$ cat config.mk
export PLATFORM = sky130hd
export DESIGN_NAME = adc_control
export DESIGN_NICKNAME = d
export VERILOG_FILES = /design/src/pkg/adc_ctrl_pkg.sv /design/src/logic/adc_control.sv
export SDC_FILE = /design/constraint.sdc
export NUM_CORES = 1
export LEC_CHECK = 0
export BUFFER_PORTS_ARGS = -buffer_cell sky130_fd_sc_hd__buf_2
export CAP_MARGIN = 10
export CORE_MARGIN = 4
export CORE_UTILIZATION = 45
export DETAILED_ROUTE_END_ITERATION = 8
export PLACE_DENSITY = 0.69
export SLEW_MARGIN = 20
export SYNTH_ARGS = -nofsm -noshare
export SYNTH_HDL_FRONTEND = slang
export SYNTH_SLANG_ARGS = --single-unit
$ cat constraint.sdc
create_clock -name pclk -period 6.05 [get_ports pclk]
set_input_delay 0.3025 -clock pclk [delete_from_list [all_inputs] [get_ports pclk]]
set_output_delay 0.3025 -clock pclk [all_outputs]
set_load 0.01 [all_outputs]
$ cat src/pkg/adc_ctrl_pkg.sv
// constants, register map and field carriers for the converter control block
// assumes a 32-bit apb slave on pclk; only byte lane 0 carries register data
`default_nettype none

package adc_ctrl_pkg;

  // register byte offsets
  localparam logic [7:0] OFF_CTRL_A   = 8'h00;
  localparam logic [7:0] OFF_CTRL_B   = 8'h04;
  localparam logic [7:0] OFF_RES_LOW  = 8'h08;
  localparam logic [7:0] OFF_RES_HIGH = 8'h0C;
  localparam logic [7:0] OFF_MUX      = 8'h10;
  localparam logic [7:0] OFF_IN_DIS   = 8'h14;

  // field positions
  localparam int BIT_EN    = 7;
  localparam int BIT_START = 6;
  localparam int BIT_ATE   = 5;
  localparam int BIT_FLAG  = 4;
  localparam int BIT_IE    = 3;
  localparam int BIT_FAST  = 7;
  localparam int BIT_TOP   = 5;
  localparam int BIT_LJUST = 5;

  // values after reset
  localparam logic [7:0] CTRL_A_RST = 8'h00;
  localparam logic [7:0] CTRL_B_RST = 8'h00;
  localparam logic [7:0] MUX_RST    = 8'h00;
  localparam logic [7:0] IN_DIS_RST = 8'h00;
  localparam logic [9:0] RESULT_RST = 10'h000;

  // conversion lengths in converter clock cycles
  localparam logic [4:0] NORMAL_CYCLES = 5'h0D;
  localparam logic [4:0] FIRST_CYCLES  = 5'h19;

  // trigger codes
  localparam logic [3:0] TRIG_FREE = 4'h0;
  localparam logic [3:0] TRIG_LAST = 4'hB;

  typedef struct packed {
    logic       en;
    logic       start;
    logic       ate;
    logic       flag;
    logic       ie;
    logic [2:0] div;
  } ctrl_a_t;

  typedef struct packed {
    logic       fast;
    logic       comp_mux;
    logic       top;
    logic       rsv;
    logic [3:0] trig;
  } ctrl_b_t;

  typedef enum logic {ST_IDLE, ST_CONV} conv_state_t;

endpackage : adc_ctrl_pkg

`default_nettype wire

$ cat src/logic/adc_control.sv
// converter control: enable, start, auto trigger, done flag, prescaler,
// result pair with justification and low-then-high read lock
// assumes apb master on pclk; analog result, trigger flags and pins are async
`default_nettype none

module adc_control
  import adc_ctrl_pkg::*;
(
  // clock and reset
  input  wire logic        pclk,
  input  wire logic        presetn,
  // apb slave
  input  wire logic [7:0]  paddr,
  input  wire logic        psel,
  input  wire logic        penable,
  input  wire logic        pwrite,
  input  wire logic [31:0] pwdata,
  input  wire logic [3:0]  pstrb,
  output logic      [31:0] prdata,
  output logic             pready,
  output logic             pslverr,
  // analog front end and trigger sources
  input  wire logic [9:0]  analog_result,
  input  wire logic [11:0] trigger_flags,
  output logic             converter_on,
  output logic             fast_mode,
  output logic      [5:0]  channel_select,
  // processor side
  input  wire logic        global_irq_enable,
  input  wire logic        irq_vector_ack,
  output logic             conv_irq,
  // port pins
  input  wire logic [7:0]  pin_in,
  output logic      [7:0]  pin_read
);

  ////////////////////////////////////////////////////////////////////////
  // declarations

  ctrl_a_t     ctrl_a_reg;
  ctrl_b_t     ctrl_b_reg;
  logic [7:0]  mux_reg;
  logic [7:0]  in_dis_reg;
  logic [9:0]  result_reg;
  logic        lock_reg;
  logic        flag_reg;
  logic        init_reg;
  conv_state_t state_reg;
  logic [6:0]  pre_cnt_reg;
  logic [4:0]  conv_cnt_reg;
  logic        sel_prev_reg;
  logic        pready_reg;
  logic        pslverr_reg;
  logic [31:0] prdata_reg;
  logic        irq_reg;
  logic [7:0]  pin_read_reg;

  logic [9:0]  ana_s1_reg;
  logic [9:0]  ana_s2_reg;
  logic [11:0] trig_s1_reg;
  logic [11:0] trig_s2_reg;
  logic [7:0]  pin_s1_reg;
  logic [7:0]  pin_s2_reg;

  logic        addr_ok;
  logic        setup_cyc;
  logic        wr_en;
  logic        wr_a;
  logic        setup_rd;
  logic [7:0]  rdata_next;
  logic [6:0]  div_max;
  logic        tick;
  logic [4:0]  target;
  logic        done;
  logic        done_upd;
  logic        sel_flag;
  logic        trig_evt;
  logic        sw_start;
  logic        free_restart;
  logic        start_req;
  logic        busy;
  logic [9:0]  result_next;
  logic [7:0]  res_high;
  logic [7:0]  res_low;

  ////////////////////////////////////////////////////////////////////////
  // helpers

  function automatic logic [6:0] div_limit(input logic [2:0] code);
    logic [7:0] ratio;
    ratio = 8'h01 << code;
    if (code < 3'h2) begin
      div_limit = 7'h01;
    end else begin
      div_limit = 7'(ratio - 8'h01);
    end
  endfunction : div_limit

  // single-ended codes; every other code is a differential pair
  function automatic logic is_diff(input logic [5:0] code);
    is_diff = !((code <= 6'h07) || (code == 6'h1E) || (code == 6'h1F) ||
                ((code >= 6'h20) && (code <= 6'h25)) || (code == 6'h27));
  endfunction : is_diff

  ////////////////////////////////////////////////////////////////////////
  // input synchronisers

  always_ff @(posedge pclk or negedge presetn) begin
    if (!presetn) begin
      ana_s1_reg  <= 10'h000;
      ana_s2_reg  <= 10'h000;
      trig_s1_reg <= 12'h000;
      trig_s2_reg <= 12'h000;
      pin_s1_reg  <= 8'h00;
      pin_s2_reg  <= 8'h00;
    end else begin
      ana_s1_reg  <= analog_result;
      ana_s2_reg  <= ana_s1_reg;
      trig_s1_reg <= trigger_flags;
      trig_s2_reg <= trig_s1_reg;
      pin_s1_reg  <= pin_in;
      pin_s2_reg  <= pin_s1_reg;
    end
  end

  ////////////////////////////////////////////////////////////////////////
  // apb decode; no wait states, data latched in setup

  assign addr_ok   = (paddr == OFF_CTRL_A) || (paddr == OFF_CTRL_B) ||
                     (paddr == OFF_RES_LOW) || (paddr == OFF_RES_HIGH) ||
                     (paddr == OFF_MUX) || (paddr == OFF_IN_DIS);
  assign setup_cyc = psel && !penable;
  assign setup_rd  = setup_cyc && !pwrite;
  assign wr_en     = psel && penable && pready_reg && pwrite && pstrb[0] && addr_ok;
  assign wr_a      = wr_en && (paddr == OFF_CTRL_A);

  always_comb begin
    rdata_next = 8'h00;
    unique case (paddr)
      OFF_CTRL_A:   rdata_next = {ctrl_a_reg.en, busy, ctrl_a_reg.ate, flag_reg,
                                  ctrl_a_reg.ie, ctrl_a_reg.div};
      OFF_CTRL_B:   rdata_next = ctrl_b_reg;
      OFF_RES_LOW:  rdata_next = res_low;
      OFF_RES_HIGH: rdata_next = res_high;
      OFF_MUX:      rdata_next = mux_reg;
      OFF_IN_DIS:   rdata_next = in_dis_reg;
      default:      rdata_next = 8'h00;
    endcase
  end

  always_ff @(posedge pclk or negedge presetn) begin
    if (!presetn) begin
      pready_reg  <= 1'b0;
      pslverr_reg <= 1'b0;
      prdata_reg  <= 32'h00000000;
    end else begin
      pready_reg  <= setup_cyc && !pready_reg;
      pslverr_reg <= setup_cyc && !addr_ok;
      if (setup_rd) begin
        prdata_reg <= {24'h000000, rdata_next};
      end
    end
  end

  ////////////////////////////////////////////////////////////////////////
  // control register a

  always_ff @(posedge pclk or negedge presetn) begin
    if (!presetn) begin
      ctrl_a_reg <= ctrl_a_t'(CTRL_A_RST);
    end else if (wr_a) begin
      ctrl_a_reg.en    <= pwdata[BIT_EN];
      ctrl_a_reg.ate   <= pwdata[BIT_ATE];
      ctrl_a_reg.ie    <= pwdata[BIT_IE];
      ctrl_a_reg.div   <= pwdata[2:0];
      ctrl_a_reg.start <= 1'b0;
      ctrl_a_reg.flag  <= 1'b0;
    end
  end

  // done flag: set wins over vector or software clear
  always_ff @(posedge pclk or negedge presetn) begin
    if (!presetn) begin
      flag_reg <= 1'b0;
    end else if (done_upd) begin
      flag_reg <= 1'b1;
    end else if ((wr_a && pwdata[BIT_FLAG]) || irq_vector_ack) begin
      flag_reg <= 1'b0;
    end
  end

  ////////////////////////////////////////////////////////////////////////
  // control register b, channel mux, input disable

  always_ff @(posedge pclk or negedge presetn) begin
    if (!presetn) begin
      ctrl_b_reg <= ctrl_b_t'(CTRL_B_RST);
    end else if (wr_en && (paddr == OFF_CTRL_B)) begin
      ctrl_b_reg      <= ctrl_b_t'(pwdata[7:0]);
      ctrl_b_reg.rsv  <= 1'b0;
    end
  end

  always_ff @(posedge pclk or negedge presetn) begin
    if (!presetn) begin
      mux_reg <= MUX_RST;
    end else if (wr_en && (paddr == OFF_MUX)) begin
      mux_reg <= pwdata[7:0];
    end
  end

  always_ff @(posedge pclk or negedge presetn) begin
    if (!presetn) begin
      in_dis_reg <= IN_DIS_RST;
    end else if (wr_en && (paddr == OFF_IN_DIS)) begin
      in_dis_reg <= pwdata[7:0];
    end
  end

  always_ff @(posedge pclk or negedge presetn) begin
    if (!presetn) begin
      pin_read_reg <= 8'h00;
    end else begin
      pin_read_reg <= pin_s2_reg & ~in_dis_reg;
    end
  end

  ////////////////////////////////////////////////////////////////////////
  // prescaler

  assign div_max = div_limit(ctrl_a_reg.div);
  assign tick    = ctrl_a_reg.en && (pre_cnt_reg >= div_max);

  always_ff @(posedge pclk or negedge presetn) begin
    if (!presetn) begin
      pre_cnt_reg <= 7'h00;
    end else if (!ctrl_a_reg.en || tick) begin
      pre_cnt_reg <= 7'h00;
    end else begin
      pre_cnt_reg <= pre_cnt_reg + 7'h01;
    end
  end

  ////////////////////////////////////////////////////////////////////////
  // start sources

  always_comb begin
    sel_flag = 1'b0;
    if ((ctrl_b_reg.trig != TRIG_FREE) && (ctrl_b_reg.trig <= TRIG_LAST)) begin
      sel_flag = trig_s2_reg[ctrl_b_reg.trig];
    end
  end

  always_ff @(posedge pclk or negedge presetn) begin
    if (!presetn) begin
      sel_prev_reg <= 1'b0;
    end else begin
      sel_prev_reg <= sel_flag;
    end
  end

  assign trig_evt     = ctrl_a_reg.en && ctrl_a_reg.ate &&
                        sel_flag && !sel_prev_reg;
  assign sw_start     = wr_a && pwdata[BIT_START] && pwdata[BIT_EN];
  assign free_restart = done && ctrl_a_reg.ate &&
                        (ctrl_b_reg.trig == TRIG_FREE);
  assign start_req    = sw_start || trig_evt || free_restart;

  ////////////////////////////////////////////////////////////////////////
  // conversion sequencer

  assign target   = init_reg ? FIRST_CYCLES : NORMAL_CYCLES;
  assign done     = (state_reg == ST_CONV) && ctrl_a_reg.en && tick &&
                    (conv_cnt_reg == target - 5'h01);
  // a completion on the low-byte read edge is dropped, keeping the pair whole
  assign done_upd = done && !lock_reg &&
                    !(setup_rd && (paddr == OFF_RES_LOW));
  assign busy     = (state_reg == ST_CONV) && ctrl_a_reg.en;

  always_ff @(posedge pclk or negedge presetn) begin
    if (!presetn) begin
      state_reg    <= ST_IDLE;
      conv_cnt_reg <= 5'h00;
    end else if (!ctrl_a_reg.en && !sw_start) begin
      state_reg    <= ST_IDLE;
      conv_cnt_reg <= 5'h00;
    end else begin
      unique case (state_reg)
        ST_IDLE: begin
          if (start_req) begin
            state_reg    <= ST_CONV;
            conv_cnt_reg <= 5'h00;
          end
        end
        ST_CONV: begin
          if (done) begin
            state_reg    <= free_restart ? ST_CONV : ST_IDLE;
            conv_cnt_reg <= 5'h00;
          end else if (tick) begin
            conv_cnt_reg <= conv_cnt_reg + 5'h01;
          end
        end
      endcase
    end
  end

  // first conversion after enabling carries initialisation
  always_ff @(posedge pclk or negedge presetn) begin
    if (!presetn) begin
      init_reg <= 1'b1;
    end else if (!ctrl_a_reg.en && !sw_start) begin
      init_reg <= 1'b1;
    end else if (done) begin
      init_reg <= 1'b0;
    end
  end

  ////////////////////////////////////////////////////////////////////////
  // result capture and read lock

  assign result_next = is_diff(channel_select) ?
                       (ana_s2_reg ^ 10'h200) : ana_s2_reg;

  always_ff @(posedge pclk or negedge presetn) begin
    if (!presetn) begin
      result_reg <= RESULT_RST;
    end else if (done_upd) begin
      result_reg <= result_next;
    end
  end

  always_ff @(posedge pclk or negedge presetn) begin
    if (!presetn) begin
      lock_reg <= 1'b0;
    end else if (setup_rd && (paddr == OFF_RES_HIGH)) begin
      lock_reg <= 1'b0;
    end else if (setup_rd && (paddr == OFF_RES_LOW)) begin
      lock_reg <= 1'b1;
    end
  end

  always_comb begin
    if (mux_reg[BIT_LJUST]) begin
      res_high = result_reg[9:2];
      res_low  = {result_reg[1:0], 6'h00};
    end else begin
      res_high = {6'h00, result_reg[9:8]};
      res_low  = result_reg[7:0];
    end
  end

  ////////////////////////////////////////////////////////////////////////
  // interrupt request

  always_ff @(posedge pclk or negedge presetn) begin
    if (!presetn) begin
      irq_reg <= 1'b0;
    end else begin
      irq_reg <= flag_reg && ctrl_a_reg.ie && global_irq_enable;
    end
  end

  ////////////////////////////////////////////////////////////////////////
  // outputs

  assign prdata         = prdata_reg;
  assign pready         = pready_reg;
  assign pslverr        = pslverr_reg;
  assign converter_on   = ctrl_a_reg.en;
  assign fast_mode      = ctrl_b_reg.fast;
  assign channel_select = {ctrl_b_reg.top, mux_reg[4:0]};
  assign conv_irq       = irq_reg;
  assign pin_read       = pin_read_reg;

endmodule : adc_control

`default_nettype wire

==> impl_metrics.yaml <==
worst_setup_path:
  path_class: "reg2reg"
  cp_slowest_cell: "a221oi_1"
  path_cells: "or3_1 -> ha_1 -> nor2_1 -> a32oi_1 -> ha_1 -> a211oi_1 -> o21ai_0 -> a221oi_1 -> or4_1 -> mux2_2"
  arrival_ns: 4.27
  critical-path-max-stage-delay_ns: 0.76
  required_ns: 6.35
  worstRegToRegCells: 10
  cp-start-kind: "flip-flop"
  end_kind: "flip-flop"
  worstReg2RegStart: "ctrl_a_reg[0]$_DFFE_PN0P_"
  reg2reg_slack_ns: 2.08
  critical_path.max_fanout: 12
  cp_common_cell: "ha_1"
  crit-reg2reg-capture: "result_reg[4]$_DFFE_PN0P_"
floorplan:
  core_sq_um: 12010
  dieHeight_um: 118.6
  die_w_um: 118.6
  start_util: 0.4585
  die-area_sq_um: 14070
  io-pin-count: 132
  placementRows: 40
power:
  p_int_mw: 1.700
  irDropWorstVdd_mv: 0.2269
  power_frac_comb: 0.039
  finalPower_mw: 2.106
  p_seq_frac: 0.437
  p_leak_nw: 3.256
  clkPwrFrac: 0.524
  p_sw_frac: 0.1930
  power.density_nw_per_um2: 308.6
  power_switching_mw: 0.4064
yosys:
  ys_top_cells_by_count: "dfrtp_1, mux2_2, nand2_1"
  synth.largest_area_cell: "dfrtp_1"
  ys_async_sr_fraction: 1.000
  synth.most_common_cell: "dfrtp_1"
  ys.flop_type: "dfrtp_1"
  synth.area.top_cells: "dfrtp_1, mux2_2, buf_4"
  yosysWarnings: 0
  synth_edf_count: 0
  synth_top_area_share: 0.5997
  ys_ff_latch: 133
  avgSynthCellArea_sq_um: 13.18
  synth-seq-area-share: 0.6045
  synthCells: 418
  synth_cell_types: 56
  syn-cell-area_sq_um: 5508
clock_tree:
  cts_buffers: 17
  clk_path_buf_depth: 2
  cts_tree: "yes"
  htree_levels: 4
  clock_latency_ns: 0.41
  cts_sinks: 133
  cts_root_buf: "clkbuf_16"
  postCtsSetupBuffers: 0
  clkSlewWorstSetupHoldPaths_ns: 0.05
  cts_resized: 0
hold_path:
  hold_start: "irq_vector_ack"
  min_to: "flag_reg$_DFFE_PN0P_"
  hold_depth: 3
  worstHoldPathType: "in2reg"
detailed_routing:
  vias_per_cell: 5.186
  totalWireLength_mm: 11.08
  routed.top_layer: "met4"
  dr_wl_met3_um: 572
  wl_per_cell_um: 16.20
  via_count: 3547
  drt_first_pass_iters: 4
  wl_met1_mm: 4.657
  antenna_left: 0
  wl_met2_mm: 5.617
  drcViolationCount: 0
  initialDrtViolationCount: 139
global_routing:
  grt_pass1_vias: 3761
  overflow: 0
  antenna_found_initial: 0
  gr-usage-all-layers: 0.1697
  grt_max_degree: 78
  grt_pass1_wl_mm: 18.62
flow_run:
  max_cap_violations: 0
place:
  io_buffers: 79
  post-place-ws_ns: 2.256
  gp_congestion: 0.8196
  dp_hpwl_mm: 7.506
final_layout:
  drive_gt1_frac: 0.2998
  syn_to_final_growth_pct: 23.94
  finalNetCount: 617
  antenna_cells: 0
timing:
  tns_ns: 0
  skew_ns: 0.004466
  hold_viol: 0
  fmax_mhz: 251.6
  hold_ws_ns: 0.1573
  setup_ws_ns: 2.076
  finalCritPeriodShare: 0.6569
  post-route-min-period_ns: 3.974
  setup_viol: 0
  slew_headroom: 0.3859
  drv_slew: 0
  worstMarginPinSlew_ns: 0.9211
  rsz0062_at_grt: "false"
outcome:
  outcome: "completed"
[cell families after synthesis]
group,share of synthesized area
buffers and inverters,0.05861
muxes,0.1286
and+or+nand+nor,0.1041
AOI/OAI and AO/OA,0.06520
adders and majority gates,0.02499
DFF,0.6045
xor gates and xnor gates,0.01272
other,0.001364
[final cells by class]
cell class | instances | area [sq um]
inverters | 7 | 26.28
clock buffers | 23 | 467.9
flip-flops and latches | 133 | 3329
fillers | 944 | 5185
multi-input cells | 256 | 1942
repair buffers | 110 | 705.7
well taps | 147 | 183.9
clock inverters | 8 | 171.4
[per-stage QoR]
step / instance area [sq um] / cells / util
finish: 6827 / 684 / 0.5683
global route: 6827 / 684 / 0.5683
CTS: 6827 / 684 / 0.5683
detailed placement: 5887 / 623 / 0.4901
global placement: 5887 / 623 / 0.4901
floorplan: 5594 / 441 / -
[critical path: cells and delay by family, from the launching register on]
family | cells | cell delay (ns)
flip-flops | 1 | 0.47
AND/OR/NAND/NOR | 3 | 1.12
adder cells (fa/ha/maj) | 2 | 0.57
AO/OA/AOI/OAI | 4 | 1.30
multiplexers | 1 | 0.40
[power groups by stage]
stage / clock, mW / sequential, mW / combinational (mW)
5_1_grt: 1.16 / 0.922 / 0.0934
6_report: 1.10 / 0.920 / 0.0826
2_1_floorplan: 0 / 0.936 / 0.0340
3_3_place_gp: 0 / 0.935 / 0.0670
4_1_cts: 1.12 / 0.920 / 0.0836
3_5_place_dp: 0 / 0.936 / 0.0681
[placed cells by master (no fill, tap or decap), drive strengths merged, types with 3 or more instances in the layout]
cell type,Yosys,layout
dfrtp,132,132
mux4,9,9
and3,6,6
mux2i,7,7
nand3,10,10
buf,38,80
mux2,38,38
inv,7,8
ha,11,11
o221ai,4,4
and4,3,3
nor2,23,23
xor2,4,4
nand2,32,32
a221oi,3,3
nor2b,11,11
conb,2,25
or2,4,4
xnor2,4,4
nand2b,3,3
nand3b,3,3
a21oi,4,4
nor3,6,6
a22oi,5,5
bufinv,0,5
o21ai,15,15
clkbuf,7,23
dlygate4sd3,0,30
[how the worst max path moves through the flow]
stage                               from                        end  slack, ns  cells after the start
2_1_floorplan  ctrl_a_reg[0]$_DFFE_PN0P_  result_reg[2]$_DFFE_PN0P_       2.72                     12
3_3_place_gp   ctrl_a_reg[0]$_DFFE_PN0P_  result_reg[7]$_DFFE_PN0P_       2.31                     10
3_5_place_dp   ctrl_a_reg[0]$_DFFE_PN0P_  result_reg[4]$_DFFE_PN0P_       2.26                     10
4_1_cts        ctrl_a_reg[0]$_DFFE_PN0P_  result_reg[6]$_DFFE_PN0P_       2.10                     10
5_1_grt        ctrl_a_reg[0]$_DFFE_PN0P_  result_reg[4]$_DFFE_PN0P_       1.93                     10
6_report       ctrl_a_reg[0]$_DFFE_PN0P_  result_reg[4]$_DFFE_PN0P_       2.08                     10
[layer usage]
| layer | GRT usage | up-vias |
|---|---|---|
| li1 | - | 1637 |
| met1 | 0.2090 | 1779 |
| met2 | 0.2821 | 108 |
| met3 | 0.04833 | 23 |
| met4 | 0.06879 | 0 |
| met5 | 0 | - |
[timing repair]
item,4_1_cts,5_1_grt
hold endpoints to repair,85,0
setup endpoints to repair,0,0
hold buffers,30,0
Note: power is estimated with default switching activity, not from simulation.
